[config.mk]
export PLATFORM = sky130hd
export DESIGN_NAME = excitation_bias_config_regs
export DESIGN_NICKNAME = d
export VERILOG_FILES = /design/src/inc/bias_cfg_pkg.sv /design/src/excitation_bias_config_regs.sv
export VERILOG_INCLUDE_DIRS = /design/src /design/src/inc
export SDC_FILE = /design/constraint.sdc
export NUM_CORES = 1
export LEC_CHECK = 0
export BUFFER_PORTS_ARGS = -buffer_cell sky130_fd_sc_hd__clkbuf_2
export CAP_MARGIN = 20
export CELL_PAD_IN_SITES_DETAIL_PLACEMENT = 0
export CELL_PAD_IN_SITES_GLOBAL_PLACEMENT = 1
export CORE_ASPECT_RATIO = 2
export CORE_MARGIN = 4
export CORE_UTILIZATION = 34
export CTS_CLUSTER_SIZE = 16
export DETAILED_ROUTE_END_ITERATION = 8
export GPL_TIMING_DRIVEN = 0
export PLACE_DENSITY = 0.92
export SLEW_MARGIN = 10
export SYNTH_ARGS = -nofsm -noshare
export SYNTH_HDL_FRONTEND = slang
export SYNTH_SLANG_ARGS = --single-unit
[constraint.sdc]
create_clock -name aclk -period 1.9 [get_ports aclk]
set_input_delay 0.38 -clock aclk [delete_from_list [all_inputs] [get_ports aclk]]
set_output_delay 0.38 -clock aclk [all_outputs]
set_load 0.03 [all_outputs]
[src/inc/bias_cfg_defs.svh]
// Register offsets, field positions and reset values of the excitation and bias slice
// Overview of operation
// Bit 7 of the magnitude register turns the amplifier rail monitor on when 1 and resets to off.
// Bit 6 of the magnitude register closes the low-side switch when 1, resets open, and is forced open in power-down.
// Bits 3:0 of the magnitude register set one shared current code for both sources, 0000 off at reset.
// Bits 7:4 of the routing register route the second source, 1100 common input, 1101-1111 disconnected, reset all ones.
// Bits 3:0 of the routing register route the first source with the same table and reset disconnected.
// The routing register sits at address 07h and resets to ffh.
// Bit 7 of the bias register selects the bias level, 0 mid-supply at reset, 1 one twelfth.
// The bias generator is enabled only while at least one connection bit is set.
// Bit 6 of the bias register connects bias to the common input and resets disconnected.
// Bits 5:0 of the bias register connect bias to inputs 5 to 0 and reset to zero.
// Any combination of bias connection bits may be set at once.
// The bias register sits at address 08h and resets to 00h.
// The magnitude register sits at address 06h and resets to 00h.
// Bits 5:4 of the magnitude register read as zero and ignore writes.
`ifndef BIAS_CFG_DEFS_SVH
`define BIAS_CFG_DEFS_SVH
`define MAG_INDEX      8'h06
`define ROUTE_INDEX    8'h07
`define BIAS_INDEX     8'h08
`define MAG_RESET      8'h00
`define ROUTE_RESET    8'hff
`define BIAS_RESET     8'h00
`define MAG_WRITE_MASK 8'hcf
`define RAIL_BIT       7
`define SWITCH_BIT     6
`define ROUTE_DISC     4'hd
`define AXI_OKAY       2'b00
`define AXI_SLVERR     2'b10
`endif

[src/inc/bias_cfg_pkg.sv]
// Types for the excitation and bias configuration slice
package bias_cfg_pkg;
  typedef struct packed {
    logic       rail_monitor_enable;
    logic       low_side_switch_close;
    logic [3:0] excitation_magnitude;
    logic [3:0] first_source_route;
    logic [3:0] second_source_route;
    logic       first_source_connected;
    logic       second_source_connected;
  } excitation_ctrl_t;
  typedef struct packed {
    logic       bias_enable;
    logic       bias_level_select;
    logic       bias_to_common_input;
    logic [5:0] bias_to_input;
  } bias_ctrl_t;
endpackage : bias_cfg_pkg

[src/excitation_bias_config_regs.sv]
// AXI4-Lite register slice for excitation current and sensor bias control
`timescale 1ns/1ps
`default_nettype none
`include "bias_cfg_defs.svh"
module excitation_bias_config_regs
(
  input  wire logic                           aclk,
  input  wire logic                           aresetn,
  input  wire logic                           power_down,
  input  wire logic [7:0]                     s_axi_awaddr,
  input  wire logic                           s_axi_awvalid,
  output logic                                s_axi_awready,
  input  wire logic [31:0]                    s_axi_wdata,
  input  wire logic [3:0]                     s_axi_wstrb,
  input  wire logic                           s_axi_wvalid,
  output logic                                s_axi_wready,
  output logic [1:0]                          s_axi_bresp,
  output logic                                s_axi_bvalid,
  input  wire logic                           s_axi_bready,
  input  wire logic [7:0]                     s_axi_araddr,
  input  wire logic                           s_axi_arvalid,
  output logic                                s_axi_arready,
  output logic [31:0]                         s_axi_rdata,
  output logic [1:0]                          s_axi_rresp,
  output logic                                s_axi_rvalid,
  input  wire logic                           s_axi_rready,
  output bias_cfg_pkg::excitation_ctrl_t      excitation_ctrl,
  output bias_cfg_pkg::bias_ctrl_t            bias_ctrl
);

  logic [7:0]  mag_q;
  logic [7:0]  route_q;
  logic [7:0]  bias_q;
  logic        aw_held_q;
  logic [7:0]  awaddr_q;
  logic        w_held_q;
  logic [31:0] wdata_q;
  logic        wstrb0_q;
  logic        bvalid_q;
  logic [1:0]  bresp_q;
  logic        rvalid_q;
  logic [31:0] rdata_q;
  logic [1:0]  rresp_q;
  logic        pd_meta_q;
  logic        pd_sync_q;

  // Write channel capture and decode
  wire        aw_take   = s_axi_awvalid && s_axi_awready;
  wire        w_take    = s_axi_wvalid && s_axi_wready;
  wire        aw_have   = aw_held_q || aw_take;
  wire        w_have    = w_held_q || w_take;
  wire [7:0]  wr_addr   = aw_held_q ? awaddr_q : s_axi_awaddr;
  wire [31:0] wr_data   = w_held_q ? wdata_q : s_axi_wdata;
  wire        wr_lane0  = w_held_q ? wstrb0_q : s_axi_wstrb[0];
  wire        wr_fire   = aw_have && w_have && !bvalid_q;
  wire [5:0]  wr_index  = wr_addr[7:2];
  wire        wr_word   = (wr_addr[1:0] == 2'b00);
  wire        wr_mag    = wr_word && (wr_index == 6'(`MAG_INDEX));
  wire        wr_route  = wr_word && (wr_index == 6'(`ROUTE_INDEX));
  wire        wr_bias   = wr_word && (wr_index == 6'(`BIAS_INDEX));
  wire        wr_hit    = wr_mag || wr_route || wr_bias;
  wire        wr_en     = wr_fire && wr_lane0;

  assign s_axi_awready = !aw_held_q && !bvalid_q;
  assign s_axi_wready  = !w_held_q && !bvalid_q;
  assign s_axi_bvalid  = bvalid_q;
  assign s_axi_bresp   = bresp_q;

  // Read decode, index is byte address divided by four
  wire [5:0]  rd_index  = s_axi_araddr[7:2];
  wire        rd_word   = (s_axi_araddr[1:0] == 2'b00);
  wire        rd_mag    = rd_word && (rd_index == 6'(`MAG_INDEX));
  wire        rd_route  = rd_word && (rd_index == 6'(`ROUTE_INDEX));
  wire        rd_bias   = rd_word && (rd_index == 6'(`BIAS_INDEX));
  wire        rd_hit    = rd_mag || rd_route || rd_bias;
  wire        rd_take   = s_axi_arvalid && s_axi_arready;
  wire [7:0]  rd_byte   = rd_mag   ? (mag_q & `MAG_WRITE_MASK) :
                          rd_route ? route_q :
                          rd_bias  ? bias_q : 8'h00;

  assign s_axi_arready = !rvalid_q;
  assign s_axi_rvalid  = rvalid_q;
  assign s_axi_rdata   = rdata_q;
  assign s_axi_rresp   = rresp_q;

  // Address and data holding when one arrives before the other
  always_ff @(posedge aclk)
  begin
    if (!aresetn)
    begin
      aw_held_q <= 1'b0;
      w_held_q  <= 1'b0;
      awaddr_q  <= 8'h00;
      wdata_q   <= 32'h0000_0000;
      wstrb0_q  <= 1'b0;
    end
    else
    begin
      if (aw_take)
        awaddr_q <= s_axi_awaddr;
      if (w_take)
      begin
        wdata_q  <= s_axi_wdata;
        wstrb0_q <= s_axi_wstrb[0];
      end
      aw_held_q <= aw_have && !wr_fire;
      w_held_q  <= w_have && !wr_fire;
    end
  end

  // Write response
  always_ff @(posedge aclk)
  begin
    if (!aresetn)
    begin
      bvalid_q <= 1'b0;
      bresp_q  <= `AXI_OKAY;
    end
    else if (wr_fire)
    begin
      bvalid_q <= 1'b1;
      bresp_q  <= wr_hit ? `AXI_OKAY : `AXI_SLVERR;
    end
    else if (s_axi_bready)
      bvalid_q <= 1'b0;
  end

  // Configuration registers
  always_ff @(posedge aclk)
  begin
    if (!aresetn)
    begin
      mag_q   <= `MAG_RESET;
      route_q <= `ROUTE_RESET;
      bias_q  <= `BIAS_RESET;
    end
    else if (wr_en)
    begin
      if (wr_mag)
        mag_q <= wr_data[7:0] & `MAG_WRITE_MASK;
      if (wr_route)
        route_q <= wr_data[7:0];
      if (wr_bias)
        bias_q <= wr_data[7:0];
    end
  end

  // Read response
  always_ff @(posedge aclk)
  begin
    if (!aresetn)
    begin
      rvalid_q <= 1'b0;
      rdata_q  <= 32'h0000_0000;
      rresp_q  <= `AXI_OKAY;
    end
    else if (rd_take)
    begin
      rvalid_q <= 1'b1;
      rdata_q  <= {24'h00_0000, rd_byte};
      rresp_q  <= rd_hit ? `AXI_OKAY : `AXI_SLVERR;
    end
    else if (s_axi_rready)
      rvalid_q <= 1'b0;
  end

  // Power-down pin synchroniser
  always_ff @(posedge aclk)
  begin
    if (!aresetn)
    begin
      pd_meta_q <= 1'b0;
      pd_sync_q <= 1'b0;
    end
    else
    begin
      pd_meta_q <= power_down;
      pd_sync_q <= pd_meta_q;
    end
  end

  // Analog control outputs
  wire second_connected = (route_q[7:4] < `ROUTE_DISC);
  wire first_connected  = (route_q[3:0] < `ROUTE_DISC);
  wire rail_on    = mag_q[`RAIL_BIT];
  wire switch_on  = mag_q[`SWITCH_BIT] && !pd_sync_q;
  wire current_on = (mag_q[3:0] != 4'h0);
  wire bias_on    = |bias_q[6:0];
  // One driver per output struct
  assign excitation_ctrl = {rail_on, switch_on, mag_q[3:0], route_q[3:0], route_q[7:4],
                            first_connected && current_on, second_connected && current_on};
  assign bias_ctrl       = {bias_on, bias_q[7], bias_q[6], bias_q[5:0]};

endmodule : excitation_bias_config_regs
`default_nettype wire

# Word level (Yosys, flattened, before mapping)
# Cells that the tools add are included.
# word_totals
inputBits,60
regBits,57
# classes
n_reduce_logical,40
n_eq_ne,6
muxes,12
order_cmp,2
# ops
operator,n
$mux W8,5
$eq A6 B3 Y1 const B,4
$logic_and A1 B1 Y1,19
$eq A6 B4 Y1 const B,2
$lt A4 B4 Y1 const B,2
$reduce_or A7 Y1,1
$logic_not A1 Y1,6
$logic_or A1 B1 Y1,6
$reduce_and A2 Y1,3
$mux W1,5
$logic_not A2 Y1,2
$mux W2,2
$reduce_bool A2 Y1,2
$reduce_bool A4 Y1,1

# Depth between registers and ports, before layout
# depth
ltp_word,8
mapped_depth,6
ltp_nobuf,4

# Least setup slack after synthesis
# OpenSTA, ideal clock, no wires.
# synth_path
path_kind,flip-flop to flip-flop
startpoint,register w_held_q
endpoint,register wdata_q[0]
setup_time_ps,76
synth_period_minus_slack_ps,1752
t_required_ps,1824
path_stages_with_launch,7
slack_ps,148
arrival_ps,1676
path_cell_list,dfxtp_1 buf_1 nor2_1 and2_1 clkbuf_1 nand2_1 a21boi_0
# synth_between
elab_chain_len,3
# synth_rtl
element,line,rtl
start: declaration,excitation_bias_config_regs.sv:36,logic w_held_q;
start signal: assignment,excitation_bias_config_regs.sv:107,w_held_q <= w_have && !wr_fire;
$logic_not A1 Y1,excitation_bias_config_regs.sv:65,assign s_axi_wready = !w_held_q && !bvalid_q;
$logic_and A1 B1 Y1,excitation_bias_config_regs.sv:65,
named net s_axi_wready,excitation_bias_config_regs.sv:16,"output logic s_axi_wready,"
$logic_and A1 B1 Y1,excitation_bias_config_regs.sv:49,wire w_take = s_axi_wvalid && s_axi_wready;
end signal: assignment,excitation_bias_config_regs.sv:103,wdata_q <= s_axi_wdata;
end: declaration,excitation_bias_config_regs.sv:37,logic [31:0] wdata_q;
# The timed path passes the listed nets, and every way through them passes these cells.
# A chain may end at the register's enable or synchronous reset.

# Worst setup path in the final report
# layout_path
startpoint,register aw_held_q
endpoint,register route_q[7]
# layout_between
elab_chain_len,8
elab_cells_between_ends,12
cone_classes,1 x eq/ne; 1 x mux; 10 x reduce/logical
# layout_rtl
element,line,rtl
start: declaration,excitation_bias_config_regs.sv:34,logic aw_held_q;
start signal: assignment,excitation_bias_config_regs.sv:106,aw_held_q <= aw_have && !wr_fire;
$logic_not A1 Y1,excitation_bias_config_regs.sv:64,assign s_axi_awready = !aw_held_q && !bvalid_q;
$logic_and A1 B1 Y1,excitation_bias_config_regs.sv:64,
$logic_and A1 B1 Y1,excitation_bias_config_regs.sv:48,wire aw_take = s_axi_awvalid && s_axi_awready;
$logic_or A1 B1 Y1,excitation_bias_config_regs.sv:50,wire aw_have = aw_held_q || aw_take;
$logic_and A1 B1 Y1 (2 in series),excitation_bias_config_regs.sv:55,wire wr_fire = aw_have && w_have && !bvalid_q;
$logic_and A1 B1 Y1,excitation_bias_config_regs.sv:62,wire wr_en = wr_fire && wr_lane0;
$reduce_and A2 Y1 (no line) (*),--,
end signal: assignment,excitation_bias_config_regs.sv:134,route_q <= `ROUTE_RESET;
end signal: assignment,excitation_bias_config_regs.sv:142,route_q <= wr_data[7:0];
end: declaration,excitation_bias_config_regs.sv:32,logic [7:0] route_q;
# Mark *: on every way between the ends. The rest lies on a longest branch, timed or not.

==> impl_metrics.csv <==
group,metric,value,unit
logic_synthesis,yosys.area.top_type,"dfxtp_1",
clock_network,htreeDepth,2,
clock_network,postCtsHoldBufs,0,
placed_design,dp.cells,509,
pwr,ir_worst_vdd,0.000360,V
routing,drtAntennaViolNets,0,
sta,maxSlewViolCount,0,
global_routing,grt_pass1_wl,12000,µm
status,status,"finished clean",
floorplanning,io_pins,126,
placed_design,port_buffers,70,
floorplanning,core-area,7940,µm²
logic_synthesis,synth-edff-count,0,
global_routing,grt.total_usage,15.6,%
logic_synthesis,seq_area_frac_synth,39.5,%
logic_synthesis,synth_top_flop_cell,"dfxtp_1",
worst_hold_path,worst_hold_path_type,"input pin to flop",
pwr,power.density,746,nW/µm²
floorplanning,die-height,136,µm
clock_network,cts-resized-gates,2,
cells_and_area,fillers,815,
logic_synthesis,syn_avg_cell_area,8.76,µm²
routing,top_layer,"met4",
routing,drt_first_pass_iters,4,
cells_and_area,fin_nets,480,
worst_hold_path,hold_start,"power_down",
cells_and_area,fin_util,44.3,%
sta,tightest_slew,0.799,ns
clock_network,clock_path_buffers,2,
cells_and_area,instances_no_fill,517,
logic_synthesis,netlist.area_leader.share,39.5,%
floorplanning,dieWidth,72.0,µm
cells_and_area,synthToLayoutAreaGrowth,26.4,%
critical_path,critPathMaxFanout,10,
logic_synthesis,ys_warn_count,0,
cells_and_area,drive_gt1_share,33.5,%
routing,vias_per_cell,4.90,
logic_synthesis,synth_cells,318,
global_routing,grt_pass1_vias,2536,
critical_path,worstSetupEndpointType,"flop",
routing,drt_iter0_drc,70,
routing,vias,2533,
sta,slew_headroom,46.0,%
clock_network,cts_made_buffers,5,
sta,fin_worst_skew,0.00640,ns
critical_path,critical_path.startpoint_type,"flop",
cells_and_area,final_common_cell,"nand2_1",
clock_network,cts-root-buf,"clkbuf_16",
cells_and_area,final_area,3520,µm²
placed_design,dp_hpwl,6180,µm
logic_synthesis,syn_area,2790,µm²
sta,whs,0.289,ns
run,cap_violations,0,
cells_and_area,mostFrequentLayoutCells,"nand2_1 (72), clkbuf_2 (71), dfxtp_1 (55), buf_4 (33), conb_1 (26)",
critical_path,arrival,1.99,ns
critical_path,worstSetupPathType,"flop to flop",
global_routing,grt_overflow,0,
floorplanning,placementRows,46,
logic_synthesis,synth_area_leaders,"dfxtp_1 (40%), nand2_1 (9.7%), buf_4 (8.9%)",
sta,setup_viol,0,
logic_synthesis,ys_seq_elements,55,
sta,setup_tns,0,ns
placed_design,place_congestion,0.748,
routing,met1Wirelength,2480,µm
pwr,leakagePower,1.64,nW
sta,fin_crit,1.84,ns
sta,rsz0062_at_grt,"true",
clock_network,postCtsSetupBuffers,0,
routing,wl_met3,497,µm
clock_network,cts_tree,"built",
routing,drt_wl_total,7470,µm
sta,hold_viol_final,0,
logic_synthesis,ys_async_sr_fraction,0,%
critical_path,cp-startpoint,"aw_held_q",
clock_network,cts.sinks,55,
clock_network,clkTransAtPathRegs,0.07,ns
placed_design,place_area,3350,µm²
routing,drc,0,
routing,detail_route.wl_per_cell,14.5,µm
global_routing,antenna_found_initial,0,
global_routing,grt_max_degree,18,
floorplanning,dieArea,9800,µm²
floorplanning,initial_core_util,35.1,%
sta,clock.fmax,544,MHz
critical_path,worstPathRequired,2.05,ns
routing,wl_met2,4230,µm
cells_and_area,antenna_cells,0,
sta,fin_crit_sh,96.7,%
logic_synthesis,synth.distinct_cells,42,
clock_network,worstSkewPairLatency,0.29,ns
critical_path,crit-reg2reg-launch,"aw_held_q",
==> worst max-delay path, stage by stage (launching register included) <==
cell,delay (ns)
dfxtp_1,0.34
buf_6,0.15
or4b_4,0.49
o22a_2,0.31
nor4_1,0.30
o21ai_0,0.11
==> power breakdown <==
group          internal (W)  switching [W]  leakage (nW)
Clock              0.000489       0.000419        0.0740
Sequential          0.00120      0.0000306         0.448
Combinational      0.000182       0.000312          1.12
Total               0.00187       0.000761          1.64
==> cell usage after synthesis (2+ instances only) <==
cell      number
a21boi_0      17
a22o_1         5
a31oi_1       10
a32oi_1        2
and2_1         7
buf_2          2
buf_4         33
buf_6          2
clkbuf_1      10
dfxtp_1       55
mux2_2        10
mux2i_1       21
nand2_1       72
nor2_1        10
nor2b_1        3
nor3_1         2
nor4_1        11
nor4b_1        3
o21ai_0       18
or2_2          2
or4_1          2
==> registers in the layout, indices dropped and copies added, names as in the netlist <==
signal / flops
s_axi_bresp: 1
route_q: 8
w_held_q: 1
s_axi_rvalid: 1
bias_q: 8
wstrb0_q: 1
mag_q: 6
wdata_q: 8
pd_meta_q: 1
pd_sync_q: 1
s_axi_rdata: 8
awaddr_q: 8
s_axi_rresp: 1
s_axi_bvalid: 1
aw_held_q: 1
==> final timing paths <==
check	to	slack (ns)	depth (start not counted)
hold reg to reg	pd_sync_q	0.44	1
setup reg to reg	route_q[7]	0.06	5
setup / recovery	route_q[7]	0.06	5
hold / removal	pd_meta_q	0.29	2
==> cell type report <==
cell class | instances | area, µm² | share of cell area [%]
clock buffers | 5 | 125 | 3.55
clock inverters | 3 | 18.8 | 0.533
multi-input cells | 239 | 1480 | 42.0
plain buffers | 48 | 323 | 9.17
flip-flops and latches | 55 | 1100 | 31.3
repair buffers | 70 | 350 | 9.95
well taps | 96 | 120 | 3.41
inverters | 1 | 3.75 | 0.107
==> kinds of logic (layout without fill, tap and decap cells) <==
logic type / count (synthesis) / count (layout) / share of synthesized area (%)
AO/OA/AOI/OAI: 62 / 62 / 16.0
buffers and inverters: 49 / 127 / 11.7
flip-flops: 55 / 55 / 39.5
multiplexers: 31 / 31 / 11.6
other: 1 / 26 / 0.135
AND/OR/NAND/NOR: 120 / 120 / 21.1
==> per-layer routing <==
| layer | vias to the layer above | global-route usage [%] |
|---|---|---|
| met3 | 15 | 3.33 |
| met4 | 0 | 8.47 |
| met5 | - | 0 |
| li1 | 1265 | - |
| met1 | 1157 | 14.1 |
| met2 | 96 | 30.9 |
==> stage by stage <==
| stage | power, W | worst slack (ns) |
|---|---|---|
| 5_1_grt | 0.00274 | -0.0430 |
| 2_1_floorplan | 0.00161 | 0.148 |
| 4_1_cts | 0.00265 | 0.0520 |
| 3_5_place_dp | 0.00174 | -0.111 |
| 3_3_place_gp | 0.00173 | -0.0676 |
| 6_report | 0.00263 | 0.0620 |
Power figures use the tool's default switching activity.
